File: src/hdl/acp_pkg.sv
// Constants and types of the converter control port
// Operation
// - Reset holds converter, disables analog quads
// - Power-down stops comparator, digital keeps running
// - Flags may be invalid while powered down
// - Busy high exactly while converting (code also holds it high while sampling, state ACP_SAMPLE)
// - Calibrate high during power-up calibration only
// - Result valid marks completed conversion result
// - Sample high only while acquiring input
package acp_pkg;
   localparam int MODE_W      = 4;
   localparam int CTRL_W      = 8;
   localparam int CHAN_W      = 5;
   localparam int RESULT_W    = 12;
   localparam int QUAD_W      = 10;
   localparam int CLK_MHZ     = 40;
   localparam int CAL_TIME_US = 10;
   localparam int CAL_CYCLES  = CAL_TIME_US * CLK_MHZ;
   localparam int CONV_BITS   = 12;
   localparam logic [RESULT_W-1:0] RESULT_RST = 12'h000;
   typedef enum logic [4:0] {
      ACP_CAL    = 5'h01,
      ACP_IDLE   = 5'h02,
      ACP_SAMPLE = 5'h04,
      ACP_CONV   = 5'h08,
      ACP_OFF    = 5'h10
   } acp_state_t;
endpackage

File: src/hdl/acp_adc_ctrl.sv
// Converter control and status port with a behavioural successive-approximation core
module acp_adc_ctrl #(
   parameter int CAL_CYC = acp_pkg::CAL_CYCLES
) (
   input  wire logic                          SYS_CLK,
   input  wire logic                          SYS_RST,
   input  wire logic                          CLK_EN,
   input  wire logic                          CONVERTER_RESET_IN,
   input  wire logic                          COMPARATOR_POWER_DOWN,
   input  wire logic                          CONVERSION_START,
   input  wire logic [acp_pkg::MODE_W-1:0]    MODE,
   input  wire logic [acp_pkg::CTRL_W-1:0]    CONVERTER_CLOCK_DIVIDE,
   input  wire logic [acp_pkg::CTRL_W-1:0]    SAMPLE_TIME_CONTROL,
   input  wire logic [acp_pkg::CHAN_W-1:0]    CHANNEL_SELECT,
   input  wire logic                          COMPARE_IN,
   output logic                               BUSY,
   output logic                               CALIBRATE,
   output logic                               RESULT_VALID,
   output logic                               SAMPLE,
   output logic [acp_pkg::RESULT_W-1:0]       RESULT,
   output logic [acp_pkg::CHAN_W-1:0]         MUX_CHANNEL,
   output logic                               QUAD_ENABLE,
   output logic                               COMPARATOR_ENABLE
);
   localparam int CNT_W = 16;
   if (CAL_CYC < 1 || CAL_CYC >= (1 << CNT_W)) begin : g_bad_cal
      $error("CAL_CYC out of range");
   end

   acp_pkg::acp_state_t state;
   acp_pkg::acp_state_t next_state;
   logic [CNT_W-1:0]             cnt;
   logic [acp_pkg::CTRL_W-1:0]   div_cnt;
   logic [3:0]                   bit_idx;
   logic [acp_pkg::RESULT_W-1:0] sar;

   wire hold_rst  = SYS_RST | CONVERTER_RESET_IN;
   wire div_tick  = (div_cnt == CONVERTER_CLOCK_DIVIDE);
   wire cal_done  = (cnt == CNT_W'(CAL_CYC - 1));
   wire samp_done = div_tick && (cnt[acp_pkg::CTRL_W-1:0] == SAMPLE_TIME_CONTROL);
   wire conv_done = div_tick && (bit_idx == 4'h0);
   wire start_ok  = CONVERSION_START && !COMPARATOR_POWER_DOWN;
   // Trial bit walks MSB first; lower bits start set, each step may only clear
   wire [acp_pkg::RESULT_W-1:0] bit_mask = {{(acp_pkg::RESULT_W-1){1'b0}}, 1'b1} << bit_idx;
   wire [acp_pkg::RESULT_W-1:0] sar_next = COMPARE_IN ? sar : (sar & ~bit_mask);

   always_comb begin
      next_state = state;
      case (state)
         acp_pkg::ACP_CAL:    if (COMPARATOR_POWER_DOWN) next_state = acp_pkg::ACP_OFF;
                              else if (cal_done) next_state = acp_pkg::ACP_IDLE;
         acp_pkg::ACP_IDLE:   if (COMPARATOR_POWER_DOWN) next_state = acp_pkg::ACP_OFF;
                              else if (start_ok) next_state = acp_pkg::ACP_SAMPLE;
         acp_pkg::ACP_SAMPLE: if (COMPARATOR_POWER_DOWN) next_state = acp_pkg::ACP_OFF;
                              else if (samp_done) next_state = acp_pkg::ACP_CONV;
         acp_pkg::ACP_CONV:   if (COMPARATOR_POWER_DOWN) next_state = acp_pkg::ACP_OFF;
                              else if (conv_done) next_state = acp_pkg::ACP_IDLE;
         acp_pkg::ACP_OFF:    if (!COMPARATOR_POWER_DOWN) next_state = acp_pkg::ACP_IDLE;
         default:             next_state = acp_pkg::ACP_CAL;
      endcase
   end

   // Counters reset on every state change so each phase times from zero
   always_ff @(posedge SYS_CLK) begin
      if (hold_rst) begin
         state   <= acp_pkg::ACP_CAL;
         cnt     <= '0;
         div_cnt <= '0;
         bit_idx <= 4'(acp_pkg::CONV_BITS - 1);
         sar     <= '1;
      end else if (CLK_EN) begin
         state <= next_state;
         if (next_state != state) begin
            cnt     <= '0;
            div_cnt <= '0;
            bit_idx <= 4'(acp_pkg::CONV_BITS - 1);
            if (next_state == acp_pkg::ACP_CONV)
               sar <= '1;
         end else begin
            div_cnt <= div_tick ? '0 : div_cnt + 1'b1;
            if (state == acp_pkg::ACP_CAL)
               cnt <= cnt + 1'b1;
            else if (state == acp_pkg::ACP_SAMPLE && div_tick)
               cnt <= cnt + 1'b1;
            if (state == acp_pkg::ACP_CONV && div_tick) begin
               sar     <= sar_next;
               bit_idx <= bit_idx - 1'b1;
            end
         end
      end
   end

   // Status registered from the next state so outputs align with the FSM
   always_ff @(posedge SYS_CLK) begin
      if (hold_rst) begin
         BUSY              <= 1'b0;
         CALIBRATE         <= 1'b1;
         RESULT_VALID      <= 1'b0;
         SAMPLE            <= 1'b0;
         RESULT            <= acp_pkg::RESULT_RST;
         MUX_CHANNEL       <= '0;
         QUAD_ENABLE       <= 1'b0;
         COMPARATOR_ENABLE <= 1'b0;
      end else if (CLK_EN) begin
         QUAD_ENABLE       <= 1'b1;
         COMPARATOR_ENABLE <= !COMPARATOR_POWER_DOWN;
         CALIBRATE         <= (next_state == acp_pkg::ACP_CAL);
         SAMPLE            <= (next_state == acp_pkg::ACP_SAMPLE);
         BUSY              <= (next_state == acp_pkg::ACP_SAMPLE)
                              || (next_state == acp_pkg::ACP_CONV);
         if (state == acp_pkg::ACP_IDLE && start_ok) begin
            MUX_CHANNEL  <= CHANNEL_SELECT;
            RESULT_VALID <= 1'b0;
         end
         if (state == acp_pkg::ACP_CONV && conv_done && !COMPARATOR_POWER_DOWN) begin
            RESULT       <= sar_next;
            RESULT_VALID <= 1'b1;
         end
         // Powered down: previous result no longer trusted
         if (COMPARATOR_POWER_DOWN)
            RESULT_VALID <= 1'b0;
      end
   end

   // MODE is accepted for compatibility; only one conversion mode modelled
   wire unused_mode = ^MODE;

   property p_reset_holds;
      @(posedge SYS_CLK) CONVERTER_RESET_IN |=> (CALIBRATE && !QUAD_ENABLE && !BUSY);
   endproperty
   a_reset_holds: assert property (p_reset_holds) else $error("reset not held");

   property p_pd_comp_off;
      @(posedge SYS_CLK) disable iff (hold_rst)
         (CLK_EN && COMPARATOR_POWER_DOWN) |=> !COMPARATOR_ENABLE && !BUSY;
   endproperty
   a_pd_comp_off: assert property (p_pd_comp_off) else $error("comparator still on");

   property p_pd_novalid;
      @(posedge SYS_CLK) disable iff (hold_rst)
         (CLK_EN && COMPARATOR_POWER_DOWN) |=> !RESULT_VALID;
   endproperty
   a_pd_novalid: assert property (p_pd_novalid) else $error("valid while down");

   property p_busy_state;
      @(posedge SYS_CLK) disable iff (hold_rst)
         BUSY == (state == acp_pkg::ACP_SAMPLE || state == acp_pkg::ACP_CONV);
   endproperty
   a_busy_state: assert property (p_busy_state) else $error("busy mismatch");

   property p_cal_excl;
      @(posedge SYS_CLK) disable iff (hold_rst) CALIBRATE |-> !BUSY && !RESULT_VALID;
   endproperty
   a_cal_excl: assert property (p_cal_excl) else $error("calibrate overlap");

   property p_valid_after_busy;
      @(posedge SYS_CLK) disable iff (hold_rst)
         $rose(RESULT_VALID) |-> $past(BUSY) && !BUSY;
   endproperty
   a_valid_after_busy: assert property (p_valid_after_busy) else $error("valid w/o conv");

   property p_sample_in_busy;
      @(posedge SYS_CLK) disable iff (hold_rst) SAMPLE |-> BUSY && !CALIBRATE;
   endproperty
   a_sample_in_busy: assert property (p_sample_in_busy) else $error("sample idle");

   property p_start_samples;
      @(posedge SYS_CLK) disable iff (hold_rst)
         (CLK_EN && state == acp_pkg::ACP_IDLE && start_ok)
            |=> SAMPLE && MUX_CHANNEL == $past(CHANNEL_SELECT);
   endproperty
   a_start_samples: assert property (p_start_samples) else $error("start lost");

   // Quads come back on the first enabled edge out of reset
   property p_qe_on;
      @(posedge SYS_CLK)
         (!hold_rst && CLK_EN) |=> QUAD_ENABLE;
   endproperty
   a_qe_on: assert property (p_qe_on) else $error("quads not enabled");

   property p_busy_no_cal;
      @(posedge SYS_CLK) disable iff (hold_rst)
         BUSY |-> !CALIBRATE && COMPARATOR_ENABLE && QUAD_ENABLE;
   endproperty
   a_busy_no_cal: assert property (p_busy_no_cal) else $error("busy without comparator");

   // Result and valid stand until a start, a power-down or a reset
   property p_valid_holds;
      @(posedge SYS_CLK) disable iff (hold_rst)
         (RESULT_VALID && !COMPARATOR_POWER_DOWN && !(state == acp_pkg::ACP_IDLE && start_ok))
            |=> RESULT_VALID && $stable(RESULT);
   endproperty
   a_valid_holds: assert property (p_valid_holds) else $error("valid dropped");

   property p_result_change;
      @(posedge SYS_CLK) disable iff (hold_rst)
         ($changed(RESULT) && !$past(hold_rst)) |-> $rose(RESULT_VALID);
   endproperty
   a_result_change: assert property (p_result_change) else $error("result moved");

   property p_sample_end;
      @(posedge SYS_CLK) disable iff (hold_rst)
         ($fell(SAMPLE) && !$past(COMPARATOR_POWER_DOWN) && !$past(hold_rst)) |-> BUSY && state == acp_pkg::ACP_CONV;
   endproperty
   a_sample_end: assert property (p_sample_end) else $error("sample end lost");

   property p_cal_fall;
      @(posedge SYS_CLK) disable iff (hold_rst)
         ($fell(CALIBRATE) && !$past(COMPARATOR_POWER_DOWN)) |-> !BUSY && state == acp_pkg::ACP_IDLE;
   endproperty
   a_cal_fall: assert property (p_cal_fall) else $error("calibration end wrong");

   // Clock enable low must freeze every phase counter and flag
   property p_freeze;
      @(posedge SYS_CLK) disable iff (hold_rst)
         !CLK_EN |=> $stable(state) && $stable(BUSY) && $stable(SAMPLE) && $stable(RESULT_VALID);
   endproperty
   a_freeze: assert property (p_freeze) else $error("state moved while frozen");

   c_cal_done:  cover property (@(posedge SYS_CLK) $fell(CALIBRATE));
   c_conv_done: cover property (@(posedge SYS_CLK) $rose(RESULT_VALID));
   c_pd:        cover property (@(posedge SYS_CLK) state == acp_pkg::ACP_OFF);
   c_abort:     cover property (@(posedge SYS_CLK) state == acp_pkg::ACP_SAMPLE && COMPARATOR_POWER_DOWN);
   c_frozen:    cover property (@(posedge SYS_CLK) !CLK_EN && BUSY);
endmodule

File: config.mk
export PLATFORM = sky130hd
export DESIGN_NAME = acp_adc_ctrl
export DESIGN_NICKNAME = d
export VERILOG_FILES = /design/src/hdl/acp_pkg.sv /design/src/hdl/acp_adc_ctrl.sv
export SDC_FILE = /design/constraint.sdc
export NUM_CORES = 1
export LEC_CHECK = 0
export ABC_AREA = 1
export ABC_CLOCK_PERIOD_IN_PS = 2400
export BUFFER_PORTS_ARGS = -buffer_cell sky130_fd_sc_hd__buf_2
export CAP_MARGIN = 20
export CORE_MARGIN = 2
export CORE_UTILIZATION = 45
export CTS_CLUSTER_SIZE = 10
export DETAILED_ROUTE_END_ITERATION = 8
export GPL_TIMING_DRIVEN = 1
export HOLD_SLACK_MARGIN = 0.08
export PLACE_DENSITY = 0.63
export SLEW_MARGIN = 20
export SYNTH_ARGS = -nofsm -noshare
export SYNTH_HDL_FRONTEND = slang
export SYNTH_SLANG_ARGS = --single-unit
File: constraint.sdc
create_clock -name SYS_CLK -period 2.4 [get_ports SYS_CLK]
set_input_delay 0 -clock SYS_CLK [delete_from_list [all_inputs] [get_ports SYS_CLK]]
set_output_delay 0 -clock SYS_CLK [all_outputs]
set_load 0.01 [all_outputs]
==> results.sh <==
export IMPL_grt_antenna_before_repair=0
export IMPL_grt_pass1_wl_um=15800
export IMPL_rows=34
export IMPL_start_util=0.459
export IMPL_hold_violations=0
export IMPL_avgSynthCellArea_um2=6.89
export IMPL_pwr_share_clk=0.447
export IMPL_synthTopCellsByCount="127 x nand2_1, 69 x inv_1, 68 x dfxtp_1"
export IMPL_die_area_um2=9540
export IMPL_rsz0062_at_grt="true"
export IMPL_instances_no_fill=757
export IMPL_synth_warnings=0
export IMPL_htreeDepth=3
export IMPL_crit_required_ps=2630
export IMPL_cts_tree="yes"
export IMPL_ioPinCount=55
export IMPL_worstPathMaxFanout=12
export IMPL_cp_cell_sequence="inv_1, ha_1, nand2_1, nor2_1, nand3_1, nand2_1, nand2_1, nand3_2, nand2_1, nand2_2, nand4_4, nand2_2, nand3_4, nand2_1, nand3_1"
export IMPL_switching_share=0.268
export IMPL_gp_congestion=0.856
export IMPL_ys_seq_elements=68
export IMPL_finalClockSkew_ps=13.2
export IMPL_worstRegToRegCells=15
export IMPL_max_freq_ghz=0.453
export IMPL_setup_tns_ps=0
export IMPL_min_period_ps=2210
export IMPL_drc_errors=0
export IMPL_die_height_um=97.7
export IMPL_grt_overflow=0
export IMPL_internal_power_mw=2.11
export IMPL_place_inst=728
export IMPL_grt_pass1_vias=3608
export IMPL_syn_area_um2=3950
export IMPL_synth_top_cells_by_area="dfxtp_1 34%, nand2_1 12%, nand3_1 6.7%"
export IMPL_finalCritPeriodShare=0.919
export IMPL_p_seq_frac=0.407
export IMPL_power_leakage_nw=2.21
export IMPL_power_density_nw_per_um2=603
export IMPL_hp_class="in -> reg"
export IMPL_fin_nets=683
export IMPL_slew_headroom=0.644
export IMPL_yosysMostFrequentCell="nand2_1"
export IMPL_switchingPower_mw=0.773
export IMPL_reg2reg_slack_ps=190
export IMPL_final_util=0.556
export IMPL_vias=3811
export IMPL_synth_edff_count=0
export IMPL_core_area_um2=8590
export IMPL_grt_start_max_net_pins=29
export IMPL_cp_common_cell="nand2_1"
export IMPL_drv_slew=0
export IMPL_dp_hpwl_um=6570
export IMPL_p_comb_frac=0.146
export IMPL_synth_seq_area_share=0.345
export IMPL_cp_end_kind="flip-flop"
export IMPL_die_w_um=97.7
export IMPL_ys_types=38
export IMPL_setup_viol=0
export IMPL_final_layout_size_suffix_gt1_frac=0.219
export IMPL_cp_slowest_cell="dfxtp_1"
export IMPL_cts_clk_slew_worst_paths_ps=80
export IMPL_routedWlPerCell_um=12.2
export IMPL_drt_total_wl_um=9200
export IMPL_status="finished, final reports clean"
export IMPL_crit_path_start_kind="flip-flop"
export IMPL_first_pass_iters=5
export IMPL_ant_nets=0
export IMPL_holdPathStages=5
export IMPL_cts_buffers=9
export IMPL_yosysTopAreaCell="dfxtp_1"
export IMPL_timing_hold_ws_ps=115
export IMPL_cts_root_buf="clkbuf_8"
export IMPL_worstSetupPathType="reg -> reg"
export IMPL_fill_cells=867
export IMPL_dpl_cell_area_um2=4340
export IMPL_synth_nets=612
export IMPL_cpPeakStageDelay_ps=340
export IMPL_viasPerCell=5.03
export IMPL_grt_usage=0.199
export IMPL_cts_buffer_depth=2
export IMPL_maxCapViolCount=0
export IMPL_max_vdd_ir_drop_v=0.000399
export IMPL_clock_sinks=68
export IMPL_port_buffers=50
export IMPL_postLayoutCellArea_um2=4780
export IMPL_crit_arrival_ps=2430
export IMPL_synthFlopType="dfxtp_1"
export IMPL_drt_initial_drc_count=129
export IMPL_synth_async_reset_ratio=0
export IMPL_synth_cells=573
export IMPL_n_antenna_cell=0
export IMPL_tightest_slew_ps=532
export IMPL_insertion_delay_ps=350
export IMPL_area_growth_pct=21.1
export IMPL_netlist_area_leader_share=0.345
[per-stage QoR]
step / power [mW] / setup slack (ps)
2_1_floorplan: 1.50 / 365
3_3_place_gp: 1.60 / 100
3_5_place_dp: 1.61 / 37.3
4_1_cts: 2.91 / 31.6
5_1_grt: 3.01 / -3.67
6_report: 2.89 / 195
[power groups by stage]
stage | Clock (mW) | Combinational [mW] | Sequential [mW]
final | 1.29 | 0.422 | 1.17
after global routing | 1.36 | 0.471 | 1.18
after CTS | 1.32 | 0.419 | 1.17
after detailed placement | 0 | 0.406 | 1.20
after global placement | 0 | 0.397 | 1.20
after floorplan | 0 | 0.300 | 1.20
[worst max-delay path: cells and delay by family (launching register included)]
| family | cells | cell delay (ps) |
|---|---|---|
| simple gates | 13 | 1440 |
| flops | 1 | 340 |
| buf+inv | 1 | 120 |
| fa+ha+maj | 1 | 180 |
[cell type report]
type                       instances  area, um2  area share
multi-input combinational        410       2210       0.462
sequential                        68       1370       0.286
timing repair buffer              80        518       0.108
inverter                          75        282      0.0589
clock inverter                     7        146      0.0306
tap                              108        135      0.0283
clock buffer                       9        124      0.0259
[registers in the layout, summed over array words and instances, names as in the netlist, 4 cells and up]
register,cells
div_cnt,8
bit_idx,4
cnt,16
MUX_CHANNEL,5
sar,12
state,5
RESULT,12
[layer usage]
layer,GRT usage,share of wire,up-vias
met3,0.0460,0.043,14
met2,0.358,0.50,65
met5,0,0,-
li1,-,-,1992
met1,0.233,0.44,1740
met4,0.0652,0.019,0
[cells by family after synthesis]
kind of cell	after synthesis	synth area share
AO/OA/AOI/OAI	86	0.117
XOR/XNOR	21	0.0466
adder cells (fa/ha/maj)	7	0.0222
buffers and inverters	95	0.105
flip-flops	68	0.345
AND/OR/NAND/NOR	296	0.365
[timing repair]
item	4_1_cts	5_1_grt
hold buffers	12	0
buffers inserted	0	1
gates resized for setup	0	14
endpoints found under the setup margin	0	40
hold endpoints to repair	14	0
[path summary, 6_finish.rpt]
check                          start                endpoint
min                       COMPARE_IN  RESULT[6]$_SDFFE_PP0P_
max reg2reg  bit_idx[1]$_SDFFE_PP1P_     sar[0]$_SDFFE_PP1P_
max          bit_idx[1]$_SDFFE_PP1P_     sar[0]$_SDFFE_PP1P_
min reg2reg     sar[11]$_SDFFE_PP1P_    sar[11]$_SDFFE_PP1P_
[placed cells by master (no fill, tap or decap), drive strengths merged]
cell           n
bufinv         4
a31oi          1
nand3b         3
a211oi         1
nor3b          1
o211ai         3
nand2        144
nor2          59
dfxtp         68
or2            1
a21oi         44
nor3           4
xnor2          4
o31ai          1
ha             7
inv           76
dlygate4sd3   12
o21ai         33
clkinv         2
nand3         67
buf           68
nand4         17
o21a           3
xor2          17
clkbuf         9
Power figures use the tool's default switching activity.
